$ cat config.mk
export PLATFORM = sky130hd
export DESIGN_NAME = mfctl_host
export DESIGN_NICKNAME = d
export VERILOG_FILES = /design/src/core/mfctl_host.v
export VERILOG_INCLUDE_DIRS = /design/src /design/src/core
export SDC_FILE = /design/constraint.sdc
export NUM_CORES = 1
export LEC_CHECK = 0
export BUFFER_PORTS_ARGS = -buffer_cell sky130_fd_sc_hd__buf_2
export CAP_MARGIN = 25
export CORE_AREA = 2 2 123 125
export CTS_CLUSTER_SIZE = 14
export DETAILED_ROUTE_END_ITERATION = 6
export DIE_AREA = 0 0 125 127
export PLACE_DENSITY = 0.76
export SYNTH_ARGS = -nofsm -noshare
export SYNTH_HDL_FRONTEND = slang
export SYNTH_SLANG_ARGS = --single-unit
$ cat constraint.sdc
create_clock -name pclk -period 2.5 [get_ports pclk]
set_input_delay 0.5 -clock pclk [delete_from_list [all_inputs] [get_ports pclk]]
set_output_delay 0.5 -clock pclk [all_outputs]
set_load 0.005 [all_outputs]
$ cat src/core/mfctl_defines.vh
// constants for the parallel nor flash host controller
// assumes a 40 MHz pclk and an apb master on the software side
`ifndef MFCTL_DEFINES_VH
`define MFCTL_DEFINES_VH

// ----------------------------------------------------------------
// register offsets
// ----------------------------------------------------------------
`define MFC_ADDR_REG 12'h000
`define MFC_WDATA_REG 12'h004
`define MFC_CMD_REG 12'h008
`define MFC_STATUS_REG 12'h00C
`define MFC_RDATA_REG 12'h010
`define MFC_CTRL_REG 12'h014

// ----------------------------------------------------------------
// field positions
// ----------------------------------------------------------------
`define MFC_CMD_READ 2'h0
`define MFC_CMD_WRITE 2'h1
`define MFC_CMD_POLL 2'h2
`define MFC_ST_BUSY 0
`define MFC_ST_DONE_N 1
`define MFC_ST_POLL 2
`define MFC_ST_TOG_A 3
`define MFC_ST_TOG_B 4
`define MFC_ST_LOCKED 5
`define MFC_ST_DONE 6
`define MFC_ST_TOGGLING 7
`define MFC_CTRL_WORD 0
`define MFC_CTRL_STANDBY 1
`define MFC_CTRL_PROTECT 2
`define MFC_CTRL_RESET 3
`define MFC_CTRL_RESET_VAL 4'h5

// ----------------------------------------------------------------
// timing
// ----------------------------------------------------------------
`define MFC_CLK_MHZ 40
`define MFC_T_ACC_NS 70
`define MFC_T_WP_NS 35
`define MFC_T_RST_NS 500
`define MFC_ACC_CYC ((`MFC_T_ACC_NS * `MFC_CLK_MHZ + 999) / 1000)
`define MFC_WP_CYC ((`MFC_T_WP_NS * `MFC_CLK_MHZ + 999) / 1000)
`define MFC_RST_CYC ((`MFC_T_RST_NS * `MFC_CLK_MHZ + 999) / 1000)

`endif

$ cat src/core/mfctl_host.v
// host controller for an asynchronous multi-bank parallel nor flash
// assumes apb software side, flash pins reach this block unsynchronised
// Device rules this block follows or relies on
// reads to idle banks proceed during busy
// at most two banks active together
// secured sector accessed like normal sector
// lock indicator bit six reported
// commands issued as plain write cycles
// progress seen via done pin, poll, toggles
// device returns to read by itself
// erasing a sector spares the others
// device ignores writes at low supply
// protected sectors refuse program and erase
// erase suspend lets other sectors work
// secured sector read needs entry/exit sequence
// stable address lets device auto sleep
// host may force standby
// top data pin is low address in byte mode
// reset input is active low
// done pin low while operation runs
// chip select low for every access
// fixed sector addresses, top or bottom boot
// byte mode floats data pins fourteen to eight
// protect pin low guards outer boot sectors
// hardware reset returns device to read
// check busy before new program or erase
//
// Local design decisions: the APB register port and the placing of the registers.
`timescale 1ns/1ps
`include "mfctl_defines.vh"

module mfctl_host #(
	parameter AW = 21
)(
	input wire pclk,
	input wire presetn,
	input wire pclken,
	input wire psel,
	input wire penable,
	input wire pwrite,
	input wire [11:0] paddr,
	input wire [31:0] pwdata,
	output reg [31:0] prdata,
	output wire pready,
	output wire pslverr,
	output reg [AW-1:0] flash_addr,
	output reg chip_sel_n,
	output reg out_en_n,
	output reg wr_en_n,
	output reg rst_n_pin,
	output reg width_sel_n,
	output reg protect_boost_pin,
	input wire [14:0] dq_in,
	output reg [14:0] dq_out,
	output reg [14:0] dq_oe,
	input wire top_data_or_low_addr_in,
	output reg top_data_or_low_addr_out,
	output reg top_data_or_low_addr_oe,
	input wire done_flag_n
);

	// ----------------------------------------------------------------
	// states and sizes
	// ----------------------------------------------------------------
	localparam S_IDLE = 3'h0;
	localparam S_RD = 3'h1;
	localparam S_WR = 3'h2;
	localparam S_REC = 3'h3;
	localparam S_RST = 3'h4;
	localparam integer ACC_N = `MFC_ACC_CYC;
	localparam integer WP_N = `MFC_WP_CYC;
	localparam integer RST_N = `MFC_RST_CYC;

	reg [2:0] state_reg;
	reg [7:0] cnt_reg;
	reg [AW:0] addr_reg;
	reg [15:0] wdata_reg;
	reg [15:0] rdata_reg;
	reg [3:0] ctrl_reg;
	reg [1:0] op_reg;
	reg toggling_reg;
	reg op_done_reg;
	reg [2:0] done_sync_reg;
	reg done_n_reg;
	reg [15:0] dq_s1_reg;
	reg [15:0] dq_s2_reg;
	reg [15:0] dq_s3_reg;

	wire wr_acc = psel & penable & pwrite & pclken;
	wire busy = (state_reg != S_IDLE);
	wire word_mode = ctrl_reg[`MFC_CTRL_WORD];
	wire [15:0] dq_now = dq_s3_reg;

	assign pready = 1'b1;
	assign pslverr = 1'b0;

	function in_map;
		input [11:0] a;
		begin
			in_map = (a == `MFC_ADDR_REG) || (a == `MFC_WDATA_REG) ||
				(a == `MFC_CMD_REG) || (a == `MFC_STATUS_REG) ||
				(a == `MFC_RDATA_REG) || (a == `MFC_CTRL_REG);
		end
	endfunction

	// ----------------------------------------------------------------
	// pin synchronisers
	// ----------------------------------------------------------------
	// a done pin change is trusted only when stages two and three agree; the data pins pass the three stages unfiltered
	always @(posedge pclk or negedge presetn)
	begin
		if (!presetn)
		begin
			done_sync_reg <= 3'h7;
			done_n_reg <= 1'b1;
			dq_s1_reg <= 16'h0000;
			dq_s2_reg <= 16'h0000;
			dq_s3_reg <= 16'h0000;
		end
		else if (pclken)
		begin
			done_sync_reg <= {done_sync_reg[1:0], done_flag_n};
			if (done_sync_reg[1] == done_sync_reg[2])
				done_n_reg <= done_sync_reg[2];
			dq_s1_reg <= {top_data_or_low_addr_in, dq_in};
			dq_s2_reg <= dq_s1_reg;
			dq_s3_reg <= dq_s2_reg;
		end
	end

	// ----------------------------------------------------------------
	// apb read mux
	// ----------------------------------------------------------------
	always @*
	begin
		prdata = 32'h00000000;
		if (psel && !pwrite && in_map(paddr))
		begin
			case (paddr)
				`MFC_ADDR_REG: prdata = {{(31-AW){1'b0}}, addr_reg};
				`MFC_WDATA_REG: prdata = {16'h0000, wdata_reg};
				`MFC_RDATA_REG: prdata = {16'h0000, rdata_reg};
				`MFC_CTRL_REG: prdata = {28'h0000000, ctrl_reg};
				// progress bits mirror the last captured data
				`MFC_STATUS_REG: prdata = {24'h000000, toggling_reg, op_done_reg,
					rdata_reg[6], rdata_reg[2], rdata_reg[6], rdata_reg[7],
					done_n_reg, busy | ~done_n_reg};
				default: prdata = 32'h00000000;
			endcase
		end
	end

	// ----------------------------------------------------------------
	// flash cycle sequencer
	// ----------------------------------------------------------------
	// the device needs no idle read to leave program mode, so the
	// sequencer never issues one after an operation
	always @(posedge pclk or negedge presetn)
	begin
		if (!presetn)
		begin
			state_reg <= S_IDLE;
			cnt_reg <= 8'h00;
			addr_reg <= {(AW+1){1'b0}};
			wdata_reg <= 16'h0000;
			rdata_reg <= 16'h0000;
			ctrl_reg <= `MFC_CTRL_RESET_VAL;
			op_reg <= `MFC_CMD_READ;
			toggling_reg <= 1'b0;
			op_done_reg <= 1'b0;
		end
		else if (pclken)
		begin
			if (wr_acc && paddr == `MFC_CTRL_REG)
				ctrl_reg <= pwdata[3:0];
			if (wr_acc && !busy && paddr == `MFC_ADDR_REG)
				addr_reg <= pwdata[AW:0];
			if (wr_acc && !busy && paddr == `MFC_WDATA_REG)
				wdata_reg <= pwdata[15:0];
			if (wr_acc && paddr == `MFC_STATUS_REG && pwdata[`MFC_ST_DONE])
				op_done_reg <= 1'b0;
			case (state_reg)
				S_IDLE:
				begin
					if (ctrl_reg[`MFC_CTRL_RESET])
					begin
						state_reg <= S_RST;
						cnt_reg <= RST_N[7:0];
					end
					else if (wr_acc && paddr == `MFC_CMD_REG &&
						!ctrl_reg[`MFC_CTRL_STANDBY])
					begin
						op_reg <= pwdata[1:0];
						if (pwdata[1:0] == `MFC_CMD_WRITE)
						begin
							state_reg <= S_WR;
							cnt_reg <= WP_N[7:0];
						end
						else
						begin
							state_reg <= S_RD;
							cnt_reg <= ACC_N[7:0];
						end
					end
				end
				S_RD:
				begin
					if (cnt_reg == 8'h00)
					begin
						state_reg <= S_REC;
						cnt_reg <= WP_N[7:0];
					end
					else
						cnt_reg <= cnt_reg - 8'h01;
				end
				S_WR:
				begin
					if (cnt_reg == 8'h00)
					begin
						state_reg <= S_REC;
						cnt_reg <= WP_N[7:0];
					end
					else
						cnt_reg <= cnt_reg - 8'h01;
				end
				S_REC:
				begin
					if (cnt_reg == 8'h00)
					begin
						// taken only now: the chain needs three edges after the low strobe
						if (op_reg != `MFC_CMD_WRITE)
						begin
							rdata_reg <= word_mode ? dq_now : {8'h00, dq_now[7:0]};
							// two reads differing in bit six means still busy
							if (op_reg == `MFC_CMD_POLL)
								toggling_reg <= (rdata_reg[6] != dq_now[6]);
						end
						state_reg <= S_IDLE;
						op_done_reg <= 1'b1;
					end
					else
						cnt_reg <= cnt_reg - 8'h01;
				end
				S_RST:
				begin
					if (cnt_reg == 8'h00)
					begin
						state_reg <= S_IDLE;
						ctrl_reg[`MFC_CTRL_RESET] <= 1'b0;
					end
					else
						cnt_reg <= cnt_reg - 8'h01;
				end
				default: state_reg <= S_IDLE;
			endcase
		end
	end

	// ----------------------------------------------------------------
	// pin drivers
	// ----------------------------------------------------------------
	// reads are never blocked on the done pin so an idle bank may be
	// read during another bank's operation; software owns that choice

	always @(posedge pclk or negedge presetn)
	begin
		if (!presetn)
		begin
			flash_addr <= {AW{1'b0}};
			chip_sel_n <= 1'b1;
			out_en_n <= 1'b1;
			wr_en_n <= 1'b1;
			rst_n_pin <= 1'b0;
			width_sel_n <= 1'b1;
			protect_boost_pin <= 1'b0;
			dq_out <= 15'h0000;
			dq_oe <= 15'h0000;
			top_data_or_low_addr_out <= 1'b0;
			top_data_or_low_addr_oe <= 1'b0;
		end
		else if (pclken)
		begin
			flash_addr <= word_mode ? addr_reg[AW-1:0] : addr_reg[AW:1];
			// chip select low only inside a cycle, so standby holds
			chip_sel_n <= !(state_reg == S_RD || state_reg == S_WR);
			out_en_n <= (state_reg != S_RD);
			wr_en_n <= (state_reg != S_WR);
			rst_n_pin <= (state_reg != S_RST);
			width_sel_n <= word_mode;
			protect_boost_pin <= ctrl_reg[`MFC_CTRL_PROTECT];
			dq_out <= wdata_reg[14:0];
			// byte mode leaves bits fourteen to eight undriven
			dq_oe <= (state_reg == S_WR) ? (word_mode ? 15'h7FFF : 15'h00FF) : 15'h0000;
			// in byte mode the top pin carries the low address bit
			top_data_or_low_addr_out <= word_mode ? wdata_reg[15] : addr_reg[0];
			top_data_or_low_addr_oe <= word_mode ? (state_reg == S_WR) : 1'b1;
		end
	end

endmodule

==> flow_metrics.env <==
export IMPL_status="finished with violations"
export IMPL_violations="negative hold slack, negative setup slack"
export IMPL_fp_dieArea_um2=15900
export IMPL_slew_headroom=0.511
export IMPL_htreeDepth=4
export IMPL_worstSetupEndpointType="output pin"
export IMPL_yosys_warnings=0
export IMPL_insertion_delay_ns=0.43
export IMPL_grt_setup_unrepaired="yes"
export IMPL_hpwlAfterDp_um=12300
export IMPL_layout_commonest_cell="dfrtp_1"
export IMPL_worst_ep_arrival_time_ns=2.03
export IMPL_p_per_area_nw_per_um2=804
export IMPL_cts_buffers=17
export IMPL_finalCritPeriodShare=1.01
export IMPL_max_freq_mhz=396
export IMPL_final_cell_mix="160 x dfrtp_1, 134 x buf_2, 85 x mux2_2"
export IMPL_final_util=0.658
export IMPL_finalHoldViolCount=9
export IMPL_leakage_uw=0.00464
export IMPL_dp_cells=940
export IMPL_r2r_start="cnt_reg[0]"
export IMPL_path_clk_slew_ns=0.06
export IMPL_synthCells=641
export IMPL_first_global_vias=5370
export IMPL_vdd_ir_drop_max_uv=569
export IMPL_fillers=1099
export IMPL_power_frac_comb=0.194
export IMPL_core_area_um2=14400
export IMPL_clockBufferDepth=2
export IMPL_yosysSeqAreaShare=0.543
export IMPL_critPathLaunch="paddr[8]"
export IMPL_place_gp_congestion=0.890
export IMPL_drv_cap=0
export IMPL_synth_edf_count=0
export IMPL_synth_seq_cells=171
export IMPL_fin_skew_ns=0.0109
export IMPL_switchingPower_uw=2150
export IMPL_largest_reg_flops=22
export IMPL_ys_flop_type="dfrtp_1"
export IMPL_cts_sinks=171
export IMPL_wirelength_um=17600
export IMPL_drtIter0Drc=321
export IMPL_p_int_uw=5490
export IMPL_pwr_share_clk=0.360
export IMPL_critical_path_class="input port to output pin"
export IMPL_setup_viol=4
export IMPL_dpl_cell_area_um2=8750
export IMPL_synth_cell_types=58
export IMPL_grt_pass1_wl_um=28200
export IMPL_antenna_found_initial=2
export IMPL_avgSynthCellArea_um2=12.3
export IMPL_worstPathMaxFanout=6
export IMPL_drv_slew=0
export IMPL_whs_ns=-0.00906
export IMPL_top_usage_layer="met2"
export IMPL_post_drt_wl_per_cell_um=18.0
export IMPL_fp_row_count=44
export IMPL_cts_tree="yes"
export IMPL_gr_usage_met1=0.297
export IMPL_final_area_um2=9490
export IMPL_drc_errors=0
export IMPL_grt_overflow_total=0
export IMPL_cp_data_required_time_ns=2.00
export IMPL_portBuffers=137
export IMPL_viasPerCell=5.60
export IMPL_area_growth_pct=20.1
export IMPL_clock_root_buffer="clkbuf_16"
export IMPL_dr_pass1_iters=5
export IMPL_fin_crit_ns=2.53
export IMPL_syn_area_um2=7900
export IMPL_final_cells=980
export IMPL_die_w_um=125
export IMPL_setup_slack_ns=-0.0255
export IMPL_vias=5490
export IMPL_met3_usage=0.0456
export IMPL_grt_max_degree=80
export IMPL_async_flop_share=1.00
export IMPL_die_y_um=127
export IMPL_antenna_left=0
export IMPL_worst_pin_slew_ns=0.734
export IMPL_p_sw_frac=0.281
export IMPL_pin_count=160
export IMPL_layout_nets=851
export IMPL_layout_drive_gt1_share=0.409
export IMPL_p_seq_frac=0.446
export IMPL_min_path_type="input port to async pin"
export IMPL_start_util=0.548
export IMPL_grt_usage=0.225
export IMPL_grt_met2_usage=0.373
export IMPL_startpoint_type="input port"
## layout make-up
type | count | area (µm²) | share of cell area
multi-input cells | 406 | 3260 | 0.344
clock buffers | 20 | 467 | 0.0492
clock inverters | 12 | 161 | 0.0170
repair buffers | 175 | 1030 | 0.109
inverters | 11 | 41.3 | 0.00435
diodes | 1 | 2.50 | 0.000264
flip-flops and latches | 171 | 4290 | 0.452
well taps | 184 | 230 | 0.0243
## synthesized netlist by cell type (2+ instances only)
master | count | area (µm²)
mux2_1 | 34 | 383
buf_1 | 3 | 11.3
a21o_1 | 10 | 75.1
dfstp_2 | 10 | 263
nor2b_1 | 3 | 18.8
o22ai_1 | 7 | 43.8
mux2_4 | 4 | 60.1
a21oi_1 | 32 | 160
a32o_1 | 2 | 20.0
nor3_1 | 4 | 20.0
clkbuf_1 | 22 | 82.6
mux2_2 | 85 | 957
o31ai_1 | 4 | 30.0
nor2_1 | 52 | 195
dfrtp_1 | 161 | 4030
nand2b_1 | 6 | 37.5
a222oi_1 | 4 | 40.0
nand4_1 | 2 | 12.5
a22o_1 | 12 | 105
mux2i_1 | 29 | 290
nor4b_4 | 2 | 47.6
buf_6 | 5 | 56.3
o21ai_0 | 15 | 75.1
buf_4 | 27 | 203
ha_1 | 2 | 25.0
o211ai_1 | 6 | 45.0
nand2_1 | 27 | 101
nand3_1 | 4 | 20.0
nor3_2 | 2 | 20.0
buf_2 | 6 | 30.0
nor4_4 | 2 | 42.5
or3_1 | 2 | 12.5
a31oi_1 | 4 | 25.0
xnor2_1 | 3 | 26.3
a22oi_1 | 3 | 22.5
nor4_1 | 4 | 25.0
conb_1 | 2 | 7.51
inv_1 | 11 | 41.3
and2_1 | 9 | 56.3
## path summary, 6_finish.rpt
check	slack [ns]	to	cells after the start
max in group asynchronous	1.70	dq_now[8]	2
worst max-delay path	-0.03	prdata[7]	8
worst min-delay path	-0.009	dq_s1_reg[2]	1
min in group pclk	0.30	addr_reg[20]	2
worst max register to register	0.28	rdata_reg[14]	8
worst min register to register	0.49	rdata_reg[5]	1
## metrics by stage
step	setup TNS [ns]	setup slack [ns]	total power [µW]
5_1_grt	-0.807	-0.0938	8000
4_1_cts	-0.0193	-0.0193	7640
6_report	-0.0639	-0.0255	7630
2_1_floorplan	0	0.114	4430
3_3_place_gp	-0.137	-0.0614	4790
3_5_place_dp	-0.0364	-0.0279	4860
## power by group through the flow
stage	combinational, µW	clock (µW)	sequential (µW)
final	1480	2750	3410
after global placement	1370	0	3420
after floorplan	1070	0	3350
after detailed placement	1420	0	3450
after CTS	1450	2790	3410
after global routing	1620	2930	3450
## routing by layer
layer	wire length, µm	share of wire
met4	354	0.020
met2	8670	0.49
met1	7660	0.43
met3	944	0.054
met5	0	0
## cell families after synthesis
family	Yosys count	synth area share
flip-flops	171	0.543
multiplexers	153	0.217
AND/OR/NAND/NOR	130	0.0901
AO/OA/AOI/OAI	106	0.0890
buffers and inverters	74	0.0537
XOR/XNOR	3	0.00333
adder cells (fa/ha/maj)	2	0.00317
other	2	0.000950
## worst max-delay path, stage by stage
cell	delay, ns
buf_6	0.10
nor4_4	0.30
nand4_1	0.21
buf_4	0.21
buf_4	0.13
a21o_1	0.23
nor2_1	0.20
buf_2	0.15
## timing repair
| item | 4_1_cts | 5_1_grt |
|---|---|---|
| resized for setup | 4 | 9 |
| buffers inserted | 0 | 7 |
| gates cloned | 0 | 1 |
| endpoints found under the hold margin | 0 | 0 |
| hold buffers | 0 | 0 |
| pin swaps | 1 | 13 |
| endpoints found under the setup margin | 5 | 20 |
Power figures use the tool's default switching activity.
